### config.mk
export PLATFORM = sky130hd
export DESIGN_NAME = ccp_ctrl
export DESIGN_NICKNAME = d
export VERILOG_FILES = /design/src/hw/ccp_pkg.sv /design/src/hw/ccp_ctrl.sv /design/src/hw/ccp_sync.sv
export SDC_FILE = /design/constraint.sdc
export NUM_CORES = 1
export LEC_CHECK = 0
export BUFFER_PORTS_ARGS = -buffer_cell sky130_fd_sc_hd__buf_2
export CAP_MARGIN = 5
export CORE_ASPECT_RATIO = 0.5
export CORE_MARGIN = 2
export CORE_UTILIZATION = 55
export DETAILED_ROUTE_END_ITERATION = 16
export HOLD_SLACK_MARGIN = 0.12
export PLACE_DENSITY = 0.73
export SLEW_MARGIN = 5
export SYNTH_ARGS = -nofsm -noshare
export SYNTH_HDL_FRONTEND = slang
export SYNTH_SLANG_ARGS = --single-unit
### constraint.sdc
create_clock -name clk_i -period 4.11 [get_ports clk_i]
set_input_delay 0.2055 -clock clk_i [delete_from_list [all_inputs] [get_ports clk_i]]
set_output_delay 0.2055 -clock clk_i [all_outputs]
set_load 0.05 [all_outputs]
### src/hw/ccp_pkg.sv
package ccp_pkg;

    // ------------------------------------------------------------
    // constants
    // ------------------------------------------------------------
    localparam int SYNC_W = 4;
    localparam int PIN_CLK_SEL = 0;
    localparam int PIN_ADDR_SCLK = 1;
    localparam int PIN_DATA_IN = 2;
    localparam int PIN_SPI_SEL = 3;
    localparam logic [5:0] I2C_PREFIX = 6'h0C;
    localparam logic [6:0] GC_ADDR = 7'h00;
    localparam logic [3:0] BYTE_BITS = 4'h8;
    localparam logic [3:0] CMD_LAST = 4'h7;
    localparam logic [3:0] FRAME_LAST = 4'hF;
    localparam logic [7:0] ZERO_BYTE = 8'h00;
    localparam logic [7:0] ONE_BYTE = 8'h01;

    // ------------------------------------------------------------
    // types
    // ------------------------------------------------------------
    typedef struct packed {
        logic wr;
        logic rd;
        logic [7:0] addr;
        logic [7:0] data;
    } ccp_req_t;

    typedef enum logic [6:0] {
        I_IDLE = 7'h01,
        I_ADDR = 7'h02,
        I_WACK = 7'h04,
        I_WRX = 7'h08,
        I_TX = 7'h10,
        I_RACK = 7'h20,
        I_SKIP = 7'h40
    } ccp_i2c_st_t;

    typedef enum logic [3:0] {
        S_IDLE = 4'h1,
        S_CMD = 4'h2,
        S_DATA = 4'h4,
        S_DONE = 4'h8
    } ccp_spi_st_t;

endpackage

### src/hw/ccp_ctrl.sv
`timescale 1ns/1ps
module ccp_ctrl
    import ccp_pkg::*;
(
    // clock and reset
    input wire logic clk_i,
    input wire logic rst_i,
    // straps and settings
    input wire logic spi_select_i,
    input wire logic general_call_enable_i,
    // shared control pins
    input wire logic bus_clock_or_select_pin_i,
    input wire logic addr_sclk_i,
    input wire logic sda_mosi_i,
    output logic sda_o,
    output logic sda_oe_o,
    output logic serial_out_shared_pin_o,
    output logic serial_out_shared_pin_oe_o,
    // register space
    output ccp_pkg::ccp_req_t req_o,
    input wire logic [7:0] reg_rdata_i
);
    import ccp_pkg::*;

    // ------------------------------------------------------------
    // pin synchronisation and edges
    // ------------------------------------------------------------
    logic [SYNC_W-1:0] pins_s;
    logic [SYNC_W-1:0] pins_d_reg;

    ccp_sync u_sync (
        .clk_i(clk_i),
        .rst_i(rst_i),
        .async_i({spi_select_i, sda_mosi_i, addr_sclk_i,
                  bus_clock_or_select_pin_i}),
        .sync_o(pins_s)
    );

    always_ff @(posedge clk_i or posedge rst_i)
    begin
        if (rst_i)
            pins_d_reg <= '1;
        else
            pins_d_reg <= pins_s;
    end

    logic spi_mode;
    logic scl_s;
    logic sda_s;
    logic scl_rise;
    logic scl_fall;
    logic i2c_start;
    logic i2c_stop;
    logic ss_low;
    logic ss_fall;
    logic sclk_rise;
    logic sclk_fall;

    assign spi_mode = pins_s[PIN_SPI_SEL];
    assign scl_s = pins_s[PIN_CLK_SEL];
    assign sda_s = pins_s[PIN_DATA_IN];
    assign scl_rise = scl_s & ~pins_d_reg[PIN_CLK_SEL];
    assign scl_fall = ~scl_s & pins_d_reg[PIN_CLK_SEL];
    // both edges of data with clock held high mark framing
    assign i2c_start = scl_s & pins_d_reg[PIN_CLK_SEL]
        & ~sda_s & pins_d_reg[PIN_DATA_IN];
    assign i2c_stop = scl_s & pins_d_reg[PIN_CLK_SEL]
        & sda_s & ~pins_d_reg[PIN_DATA_IN];
    // SPI reuses the same pins in other roles
    assign ss_low = ~pins_s[PIN_CLK_SEL];
    assign ss_fall = ss_low & pins_d_reg[PIN_CLK_SEL];
    assign sclk_rise = pins_s[PIN_ADDR_SCLK]
        & ~pins_d_reg[PIN_ADDR_SCLK];
    assign sclk_fall = ~pins_s[PIN_ADDR_SCLK]
        & pins_d_reg[PIN_ADDR_SCLK];

    // ------------------------------------------------------------
    // address match
    // ------------------------------------------------------------
    function automatic logic addr_hit(input logic [7:0] b,
                                      input logic strap,
                                      input logic gce);
        addr_hit = (b[7:1] == {I2C_PREFIX, strap})
            || (gce && (b[7:1] == GC_ADDR));
    endfunction

    // ------------------------------------------------------------
    // I2C slave
    // ------------------------------------------------------------
    ccp_i2c_st_t i_st_reg;
    logic [3:0] i_cnt_reg;
    logic [7:0] i_sh_reg;
    logic [7:0] i_tx_reg;
    logic [7:0] i_ptr_reg;
    logic i_rw_reg;
    logic i_ptr_ph_reg;
    logic i_mack_reg;
    logic i_load_reg;
    logic i_oe_reg;
    ccp_req_t i_req_reg;

    // the device only ever pulls data low; it never touches the clock
    always_ff @(posedge clk_i or posedge rst_i)
    begin
        if (rst_i)
        begin
            i_st_reg <= I_IDLE;
            i_cnt_reg <= '0;
            i_sh_reg <= ZERO_BYTE;
            i_tx_reg <= ZERO_BYTE;
            i_ptr_reg <= ZERO_BYTE;
            i_rw_reg <= 1'b0;
            i_ptr_ph_reg <= 1'b0;
            i_mack_reg <= 1'b0;
            i_oe_reg <= 1'b0;
        end
        else if (spi_mode)
        begin
            i_st_reg <= I_IDLE;
            i_oe_reg <= 1'b0;
        end
        else if (i2c_start)
        begin
            i_st_reg <= I_ADDR;
            i_cnt_reg <= '0;
            i_oe_reg <= 1'b0;
        end
        else if (i2c_stop)
        begin
            i_st_reg <= I_IDLE;
            i_oe_reg <= 1'b0;
        end
        else if (scl_rise)
        begin
            case (i_st_reg)
                I_ADDR, I_WRX:
                begin
                    i_sh_reg <= {i_sh_reg[6:0], sda_s};
                    i_cnt_reg <= i_cnt_reg + 4'h1;
                end
                I_TX:
                    i_cnt_reg <= i_cnt_reg + 4'h1;
                I_RACK:
                begin
                    i_mack_reg <= ~sda_s;
                    if (!sda_s)
                        i_ptr_reg <= i_ptr_reg + ONE_BYTE;
                end
                default:
                    i_cnt_reg <= i_cnt_reg;
            endcase
        end
        else if (i_load_reg)
            i_tx_reg <= reg_rdata_i;
        else if (scl_fall)
        begin
            case (i_st_reg)
                I_ADDR:
                begin
                    if (i_cnt_reg == BYTE_BITS)
                    begin
                        i_cnt_reg <= '0;
                        i_rw_reg <= i_sh_reg[0];
                        i_ptr_ph_reg <= ~i_sh_reg[0];
                        if (addr_hit(i_sh_reg, pins_s[PIN_ADDR_SCLK],
                                     general_call_enable_i))
                        begin
                            i_st_reg <= I_WACK;
                            i_oe_reg <= 1'b1;
                        end
                        else
                            i_st_reg <= I_SKIP;
                    end
                end
                I_WRX:
                begin
                    if (i_cnt_reg == BYTE_BITS)
                    begin
                        i_cnt_reg <= '0;
                        i_st_reg <= I_WACK;
                        i_oe_reg <= 1'b1;
                        if (i_ptr_ph_reg)
                        begin
                            i_ptr_reg <= i_sh_reg;
                            i_ptr_ph_reg <= 1'b0;
                        end
                        else
                            i_ptr_reg <= i_ptr_reg + ONE_BYTE;
                    end
                end
                I_WACK:
                begin
                    if (i_rw_reg)
                    begin
                        i_st_reg <= I_TX;
                        i_oe_reg <= ~i_tx_reg[7];
                    end
                    else
                    begin
                        i_st_reg <= I_WRX;
                        i_oe_reg <= 1'b0;
                    end
                end
                I_TX:
                begin
                    if (i_cnt_reg == BYTE_BITS)
                    begin
                        i_cnt_reg <= '0;
                        i_st_reg <= I_RACK;
                        i_oe_reg <= 1'b0;
                    end
                    else
                    begin
                        i_tx_reg <= {i_tx_reg[6:0], 1'b0};
                        i_oe_reg <= ~i_tx_reg[6];
                    end
                end
                I_RACK:
                begin
                    if (i_mack_reg)
                    begin
                        i_st_reg <= I_TX;
                        i_oe_reg <= ~i_tx_reg[7];
                    end
                    else
                        i_st_reg <= I_SKIP;
                end
                default:
                    i_oe_reg <= 1'b0;
            endcase
        end
    end

    // read fetch on the ack clock, write only once a whole byte is in
    always_ff @(posedge clk_i or posedge rst_i)
    begin
        if (rst_i)
        begin
            i_req_reg <= '0;
            i_load_reg <= 1'b0;
        end
        else
        begin
            i_req_reg.wr <= 1'b0;
            i_req_reg.rd <= 1'b0;
            i_load_reg <= i_req_reg.rd;
            if (!spi_mode && scl_fall && i_st_reg == I_WRX
                && i_cnt_reg == BYTE_BITS && !i_ptr_ph_reg)
            begin
                i_req_reg.wr <= 1'b1;
                i_req_reg.addr <= i_ptr_reg;
                i_req_reg.data <= i_sh_reg;
            end
            else if (!spi_mode && scl_rise && i_st_reg == I_WACK
                     && i_rw_reg)
            begin
                i_req_reg.rd <= 1'b1;
                i_req_reg.addr <= i_ptr_reg;
            end
            else if (!spi_mode && scl_rise && i_st_reg == I_RACK
                     && !sda_s)
            begin
                i_req_reg.rd <= 1'b1;
                i_req_reg.addr <= i_ptr_reg + ONE_BYTE;
            end
        end
    end

    // ------------------------------------------------------------
    // SPI slave, mode 1: drive on rise, sample on fall
    // ------------------------------------------------------------
    ccp_spi_st_t s_st_reg;
    logic [3:0] s_cnt_reg;
    logic [7:0] s_sh_reg;
    logic [7:0] s_tx_reg;
    logic s_rw_reg;
    logic s_load_reg;
    logic s_oe_reg;
    logic s_out_reg;
    ccp_req_t s_req_reg;

    always_ff @(posedge clk_i or posedge rst_i)
    begin
        if (rst_i)
        begin
            s_st_reg <= S_IDLE;
            s_cnt_reg <= '0;
            s_sh_reg <= ZERO_BYTE;
            s_tx_reg <= ZERO_BYTE;
            s_rw_reg <= 1'b0;
            s_oe_reg <= 1'b0;
            s_out_reg <= 1'b0;
        end
        else if (!spi_mode || !ss_low)
        begin
            s_st_reg <= S_IDLE;
            s_oe_reg <= 1'b0;
        end
        else if (ss_fall)
        begin
            s_st_reg <= S_CMD;
            s_cnt_reg <= '0;
            s_tx_reg <= ZERO_BYTE;
        end
        else if (s_load_reg)
            s_tx_reg <= reg_rdata_i;
        else if (sclk_rise && s_st_reg != S_IDLE)
        begin
            s_oe_reg <= 1'b1;
            s_out_reg <= s_tx_reg[7];
            s_tx_reg <= {s_tx_reg[6:0], 1'b0};
        end
        else if (sclk_fall && s_st_reg != S_IDLE)
        begin
            s_sh_reg <= {s_sh_reg[6:0], sda_s};
            s_cnt_reg <= s_cnt_reg + 4'h1;
            case (s_st_reg)
                S_CMD:
                begin
                    if (s_cnt_reg == CMD_LAST)
                    begin
                        s_st_reg <= S_DATA;
                        s_rw_reg <= sda_s;
                    end
                end
                S_DATA:
                begin
                    if (s_cnt_reg == FRAME_LAST)
                        s_st_reg <= S_DONE;
                end
                default:
                    s_cnt_reg <= s_cnt_reg;
            endcase
        end
    end

    // only the first command after select falls is acted on
    always_ff @(posedge clk_i or posedge rst_i)
    begin
        if (rst_i)
        begin
            s_req_reg <= '0;
            s_load_reg <= 1'b0;
        end
        else
        begin
            s_req_reg.wr <= 1'b0;
            s_req_reg.rd <= 1'b0;
            s_load_reg <= s_req_reg.rd;
            if (spi_mode && ss_low && sclk_fall && s_st_reg == S_CMD
                && s_cnt_reg == CMD_LAST)
            begin
                s_req_reg.addr <= {1'b0, s_sh_reg[6:0]};
                s_req_reg.rd <= sda_s;
            end
            else if (spi_mode && ss_low && sclk_fall
                     && s_st_reg == S_DATA && s_cnt_reg == FRAME_LAST
                     && !s_rw_reg)
            begin
                s_req_reg.wr <= 1'b1;
                s_req_reg.data <= {s_sh_reg[6:0], sda_s};
            end
        end
    end

    // ------------------------------------------------------------
    // outputs
    // ------------------------------------------------------------
    assign req_o = spi_mode ? s_req_reg : i_req_reg;
    assign sda_o = 1'b0;
    assign sda_oe_o = i_oe_reg;
    assign serial_out_shared_pin_o = s_out_reg;
    assign serial_out_shared_pin_oe_o = s_oe_reg;

    // ------------------------------------------------------------
    // checks
    // ------------------------------------------------------------
    a_spi_quiet_sda: assert property (@(posedge clk_i)
        disable iff (rst_i) spi_mode |=> !sda_oe_o)
        else $error("sda driven in spi mode");
    a_start_to_addr: assert property (@(posedge clk_i)
        disable iff (rst_i) (!spi_mode && i2c_start) |=> (i_st_reg == I_ADDR))
        else $error("start did not open address phase");
    a_stop_to_idle: assert property (@(posedge clk_i)
        disable iff (rst_i) (!spi_mode && i2c_stop && !i2c_start)
        |=> (i_st_reg == I_IDLE) && !sda_oe_o) else $error("stop not idle");
    a_addr_ack: assert property (@(posedge clk_i)
        disable iff (rst_i)
        (!spi_mode && !i2c_start && !i2c_stop && !scl_rise && !i_load_reg
        && scl_fall && i_st_reg == I_ADDR && i_cnt_reg == BYTE_BITS)
        |=> (sda_oe_o == addr_hit($past(i_sh_reg),
        $past(pins_s[PIN_ADDR_SCLK]), $past(general_call_enable_i))))
        else $error("address ack wrong");
    a_wr_full_byte: assert property (@(posedge clk_i)
        disable iff (rst_i) (i_req_reg.wr && !spi_mode)
        |-> ($past(i_st_reg) == I_WRX) && ($past(i_cnt_reg) == BYTE_BITS))
        else $error("write before full byte");
    a_wr_one_pulse: assert property (@(posedge clk_i)
        disable iff (rst_i) req_o.wr |=> !req_o.wr)
        else $error("write strobe too long");
    a_miso_idle: assert property (@(posedge clk_i)
        disable iff (rst_i) !ss_low |=> !serial_out_shared_pin_oe_o)
        else $error("miso driven without select");
    a_spi_rd_load: assert property (@(posedge clk_i)
        disable iff (rst_i) (spi_mode && s_req_reg.rd) |=> s_load_reg ##1
        (!ss_low || s_tx_reg == $past(reg_rdata_i)))
        else $error("read data not loaded");
    a_spi_no_rd_wr: assert property (@(posedge clk_i)
        disable iff (rst_i) (spi_mode && s_req_reg.wr) |-> !s_rw_reg)
        else $error("write issued for read command");

endmodule

### src/hw/ccp_sync.sv
`timescale 1ns/1ps
module ccp_sync
    import ccp_pkg::*;
(
    // clock and reset
    input wire logic clk_i,
    input wire logic rst_i,
    // pins
    input wire logic [SYNC_W-1:0] async_i,
    output logic [SYNC_W-1:0] sync_o
);

    // ------------------------------------------------------------
    // two-flop synchroniser per pin
    // ------------------------------------------------------------
    logic [SYNC_W-1:0] meta_reg;
    logic [SYNC_W-1:0] sync_reg;

    genvar g;
    generate
        for (g = 0; g < SYNC_W; g++)
        begin : g_bit
            always_ff @(posedge clk_i or posedge rst_i)
            begin
                if (rst_i)
                begin
                    meta_reg[g] <= 1'b1;
                    sync_reg[g] <= 1'b1;
                end
                else
                begin
                    meta_reg[g] <= async_i[g];
                    sync_reg[g] <= meta_reg[g];
                end
            end
        end
    endgenerate

    assign sync_o = sync_reg;

endmodule

# Word-level counts from Yosys, hierarchy flattened
# Cells that the tools add are included.
# totals
reg_bits	113
wordCells	244
inputBits	15
output_inout_bits	22
# op_classes
mux	78
n_reduce_logical	63
bitwise	28
n_addsub	3
n_eq_ne	37
# op_table
operator	n
$mux W8	16
$mux W4	20
$mux W7	11
$pmux W7 S5	1
$reduce_and A7 Y1	5
$mux W9	3
$mux W1	22
$ne A5 B4 Y1 const B	4
$reduce_and A5 Y1	4
$logic_and A1 B1 Y1	19
$not A1 Y1	19
$mux W18	1
$reduce_and A9 Y1	2
$reduce_bool A2 Y1	9
$reduce_bool A3 Y1	5
$ne A2 B2 Y1 const B	7
$and A1 B1 Y1	9
$add A4 B1 Y4 const B	2
$add A8 B1 Y8 const B	1
$eq A4 B3 Y1 const B	2
$eq A4 B4 Y1 const B	2
$ne A2 B1 Y1 const B	4
$ne A4 B1 Y1 const B	2
$ne A4 B4 Y1 const B	2
28 further kinds	37

# Longest topological paths before layout
# logic_depth
depth_word	12
depth_mapped	9
depth_no_buf	8

# Cells and area by module
# Synthesis repeated with hierarchy kept, for this count alone.
# hier_totals
hier_cells	518
area_unflattened_um2	5576.6
# modules_own_cells
mod	cells_each	n_inst	seq_area_each_um2	area_each_um2
ccp_ctrl	509	1	2633.8	5362.6
ccp_sync	9	1	210.2	214.0

# Worst setup path before layout
# No wires, ideal clock.
# synth_path
path_type	register to register
start	register u_sync.sync_reg[0], in the netlist u_sync.sync_o[0]
end	register i_ptr_reg[7]
arrival_time_ns	2.077
stages_incl_launch_ff	8
setup_ns	0.125
n_path_buf	1
period_less_slack_ns	2.202
path_slack_ns	1.908
t_required_ns	3.985
path_cell_list	dfstp_2 > ha_1 > buf_2 > inv_1 > o2bb2ai_1 > inv_1 > nor2_2 > mux2_2
# synth_via
elab_chain_cells	5
word_cells_on_any_way	18
cone_classes	eq/ne: 3; mux: 1; bitwise: 10; reduce/logical: 4
# synth_rtl
element	line	rtl
start: declaration	ccp_sync.sv:17	logic [SYNC_W-1:0] sync_reg;
start signal: indexed assignment	ccp_sync.sv:33	sync_reg[g] <= meta_reg[g];
$and A1 B1 Y1	ccp_ctrl.sv:65, ccp_ctrl.sv:67	
$and A1 B1 Y1 (on tied branches) (2 in series)	ccp_ctrl.sv:68, ccp_ctrl.sv:66	
$not A1 Y1 (no line)	n/a	
$reduce_and A9 Y1 (no line)	n/a	
end signal: assignment	ccp_ctrl.sv:147	i_ptr_reg <= i_ptr_reg + ONE_BYTE;
end signal: assignment	ccp_ctrl.sv:184	i_ptr_reg <= i_sh_reg;
end signal: assignment	ccp_ctrl.sv:188	i_ptr_reg <= i_ptr_reg + ONE_BYTE;
end: declaration	ccp_ctrl.sv:94	logic [7:0] i_ptr_reg;
# Several ways; a longest one is shown, not always the timed one.
# A chain may end at the register's enable or synchronous reset.

# Worst setup path after layout
# layout_path
start	register u_sync.sync_reg[3], in the netlist u_sync.sync_o[3]
end	register s_rw_reg
# layout_via
elab_chain_cells	4
# layout_rtl
element	line	rtl
$logic_not A1 Y1	ccp_ctrl.sv:294	else if (!spi_mode || !ss_low)
$logic_or A1 B1 Y1	ccp_ctrl.sv:294	
$not A1 Y1 (no line)	n/a	
$reduce_and A7 Y1 (no line)	n/a	
end signal: assignment	ccp_ctrl.sv:323	s_rw_reg <= sda_s;
end: declaration	ccp_ctrl.sv:276	logic s_rw_reg;
# Every way passes these cells.

==> impl_metrics.yaml <==
global_route:
  grt_start_max_net_pins: 84
  grt_first_pass_wirelength_um: 21700
  initial_antenna_violation_count: 0
  globalRouteTotalUtil: 0.245
  global_route_total_overflow: 0
  number_of_global_route_vias_before_repair: 4209
min_path:
  worst_hold_path_depth: 3
  hold_class: "primary input to flip-flop"
  hp-start: "reg_rdata_i[2]"
  min_to: "s_tx_reg[2]$_DFFE_PP0P_"
logic_synthesis:
  number_of_enable_flip_flop_cells_after_synthesis: 0
  synth_instances: 514
  mappedNetlistArea_sq_um: 5730
  async_set_reset_flop_share_out_of_synthesis: 1.00
  synthesis.yosys.warnings: 0
  netlist-cell-type-count: 71
  ys.flop_type: "sky130_fd_sc_hd__dfrtp_1"
  synth_area_per_cell_sq_um: 11.2
  seq_area_frac_synth: 0.496
  netlist_top_cells_area: "sky130_fd_sc_hd__dfrtp_1, sky130_fd_sc_hd__mux2_2, sky130_fd_sc_hd__dfstp_2"
  postSynthNetCount: 536
  synth_top_area_share: 0.436
  synth_largest_area_cell: "sky130_fd_sc_hd__dfrtp_1"
  ys_seq_elements: 113
routing:
  drt-vias-per-instance: 5.98
  wirelength_um: 12800
  route.vias.total: 4223
  dr.first_iter.drc_count: 393
  route.antenna.remaining_nets: 0
  detail_route.wl_per_cell_um: 18.1
  detail_route.drc_violations: 0
  first_pass_iters: 5
clock_network:
  clockRootBuffer: "sky130_fd_sc_hd__clkbuf_16"
  cts_tree: "yes"
  cts-htree-levels: 4
  cts.repair_timing.setup_buffer_count: 0
  postCtsResizedCells: 0
  clk-insertion-delay-late_ps: 410
  clock_pin_slew_of_the_registers_on_the_worst_case_setup_and_hold_paths_ps: 50
  tritoncts.num_buffers: 17
  clk_path_buf_depth: 2
  clock-sinks: 113
pwr:
  ir_worst_vdd_uv: 248
  power.leakage_nw: 3.08
  powerDensity_nw_per_um2: 443
sta:
  worst_hold_margin_ps: 151
  worstMarginPinSlew_ps: 1050
  setup_total_negative_slack_ps: 0
  fmax_mhz: 317
  final-hold-violation-count: 0
  final.min_clock_period_ps: 3160
  finalSetupViolCount: 0
  post-route-period-util: 0.768
  setup_repair_after_global_routing_missed_its_margin: "no"
  timing.final.max_slew_violations: 0
  slew_limit_headroom: 0.300
  skew_ps: 6.59
finish:
  antenna-diode-count: 0
  area_delta_synth_final_pct: 16.8
  largest_register_ff_count: 18
  fin_area_sq_um: 6700
  fin_util: 0.658
  finalNetCount: 575
  drive_above_1_share: 0.297
  layout.cells.non_filler: 706
place:
  dp_hpwl_um: 8410
  placement.io_buffers: 35
  placedInstanceArea_sq_um: 5980
  place_inst: 668
  placer_congestion_estimate: 0.848
setup_path:
  library_cell_contributing_the_largest_single_delay_on_the_critical_path: "sky130_fd_sc_hd__dfstp_2"
  cp-end-kind: "flip-flop"
  setup.worst_path.class: "flip-flop to flip-flop"
  crit-reg2reg-capture: "s_rw_reg$_DFFE_PP0P_"
  arrival_ps: 3450
  cp_cell_sequence: "nor2b_1 > nand3b_1 > or4b_1 > nor2_1 > mux2_2"
  startpoint: "u_sync.sync_o[3]$_DFF_PP1_"
  critical_path.startpoint_type: "flip-flop"
  timing.critical_path.slowest_cell_delay_ps: 930
  critPathRequiredTime_ps: 4400
  regToRegSetupSlack_ps: 950
  reg2regPathDepth: 5
  reg2reg_from: "u_sync.sync_o[3]$_DFF_PP1_"
  crit_path_max_fo: 30
floorplanning:
  boundaryPins: 37
  chip_width_um: 148
  overall_die_area_sq_um: 11300
  die_span_y_um: 76.2
  initial_core_util: 0.563
  num_rows: 26
  placeable_area_sq_um: 10200
run:
  drv.max_cap_violation_count: 0
status:
  result_of_the_run: "complete, no violations"
critical path, delay by kind of cell, from the launching register on:
| kind | cells | cell delay, ps |
|---|---|---|
| mux | 1 | 350 |
| simple gates | 4 | 1760 |
| flops | 1 | 930 |
how the worst max path moves through the flow:
stage / slack, ps / depth (start not counted) / end
after CTS: 930 / 5 / s_rw_reg$_DFFE_PP0P_
after detailed placement: 1000 / 5 / s_rw_reg$_DFFE_PP0P_
final: 950 / 5 / s_rw_reg$_DFFE_PP0P_
after global routing: 760 / 5 / s_rw_reg$_DFFE_PP0P_
after global placement: 1060 / 5 / s_rw_reg$_DFFE_PP0P_
after floorplan: 940 / 1 / i_cnt_reg[0]$_DFFE_PP0P_
metrics by stage:
stage / setup slack (ps) / total power [W]
after global routing: 757 / 0.00306
after detailed placement: 997 / 0.00135
after global placement: 1060 / 0.00135
after CTS: 933 / 0.00298
after floorplan: 939 / 0.00131
final: 952 / 0.00297
logic make-up (layout without fill, tap and decap cells):
family	count (synthesis)	after routing	synth area share
AOI/OAI and AO/OA	110	110	0.135
and+or+nand+nor	158	158	0.159
muxes	77	77	0.149
buffers and inverters	39	91	0.0310
other	1	1	0.000654
xor gates and xnor gates	9	9	0.0138
DFF	113	113	0.496
adders and majority gates	7	7	0.0153
per-layer routing:
metal  GRT usage  wire [um]  vias to the layer above
li1            -          -                     1972
met1       0.356       6210                     2101
met2       0.368       5740                      136
met3      0.0551        686                       14
met4      0.0829        155                        0
met5           0          0                        -
synthesized netlist by cell type, types with 6 or more instances:
| library cell | count |
|---|---|
| sky130_fd_sc_hd__o21ai_0 | 25 |
| sky130_fd_sc_hd__clkbuf_1 | 10 |
| sky130_fd_sc_hd__buf_2 | 7 |
| sky130_fd_sc_hd__mux2_2 | 67 |
| sky130_fd_sc_hd__mux2i_1 | 10 |
| sky130_fd_sc_hd__dfrtp_1 | 100 |
| sky130_fd_sc_hd__nor2_1 | 24 |
| sky130_fd_sc_hd__a21oi_1 | 21 |
| sky130_fd_sc_hd__ha_1 | 7 |
| sky130_fd_sc_hd__nand2_1 | 46 |
| sky130_fd_sc_hd__o31ai_1 | 9 |
| sky130_fd_sc_hd__nor3b_1 | 11 |
| sky130_fd_sc_hd__nand3_1 | 19 |
| sky130_fd_sc_hd__dfstp_2 | 13 |
| sky130_fd_sc_hd__nor2b_1 | 6 |
| sky130_fd_sc_hd__a31oi_1 | 7 |
| sky130_fd_sc_hd__xnor2_1 | 6 |
| sky130_fd_sc_hd__inv_1 | 16 |
cell usage in the layout (no fill, tap or decap), types with 3 or more instances in the layout:
master                          count
sky130_fd_sc_hd__nand3_1           19
sky130_fd_sc_hd__dlygate4sd3_1      6
sky130_fd_sc_hd__or3_1              3
sky130_fd_sc_hd__mux2_2            67
sky130_fd_sc_hd__nor2b_1            6
sky130_fd_sc_hd__a21o_1             3
sky130_fd_sc_hd__and2_1             4
sky130_fd_sc_hd__xnor2_1            6
sky130_fd_sc_hd__o21ai_0           25
sky130_fd_sc_hd__a211oi_1           4
sky130_fd_sc_hd__nor4_1             4
sky130_fd_sc_hd__o31ai_1            9
sky130_fd_sc_hd__a31oi_1            7
sky130_fd_sc_hd__dfstp_2           13
sky130_fd_sc_hd__and3b_1            3
sky130_fd_sc_hd__o2bb2ai_1          5
sky130_fd_sc_hd__nand2b_1           3
sky130_fd_sc_hd__and3_1             4
sky130_fd_sc_hd__a21oi_1           21
sky130_fd_sc_hd__clkinv_2           3
sky130_fd_sc_hd__mux2i_1           10
sky130_fd_sc_hd__inv_1             15
sky130_fd_sc_hd__nor3_1             5
sky130_fd_sc_hd__xor2_1             3
sky130_fd_sc_hd__bufinv_16          5
sky130_fd_sc_hd__ha_1               7
sky130_fd_sc_hd__nor3b_1           11
sky130_fd_sc_hd__o311ai_0           5
sky130_fd_sc_hd__nand3b_1           4
sky130_fd_sc_hd__o211ai_1           3
sky130_fd_sc_hd__nand2_1           46
sky130_fd_sc_hd__clkbuf_8           3
sky130_fd_sc_hd__dfrtp_1          100
sky130_fd_sc_hd__nor2_1            24
sky130_fd_sc_hd__buf_2             35
sky130_fd_sc_hd__clkbuf_16         17
where the power goes:
group	internal [W]	switching, W
combinational	0.0000567	0.0000962
sequential	0.00116	0.0000328
clock	0.00112	0.000508
cell type report:
class | instances | area [sq um]
clock buffer | 22 | 474
clock inverter | 10 | 180
fill | 792 | 3480
inverter | 16 | 62.6
multi-input combinational | 362 | 2710
sequential | 113 | 2840
tap | 140 | 175
timing repair buffer | 43 | 250
timing repair:
item                       CTS  global route
hold buffers                 6             0
setup endpoints to repair    0             0
hold endpoints to repair    76             0
Power figures use the tool's default switching activity.
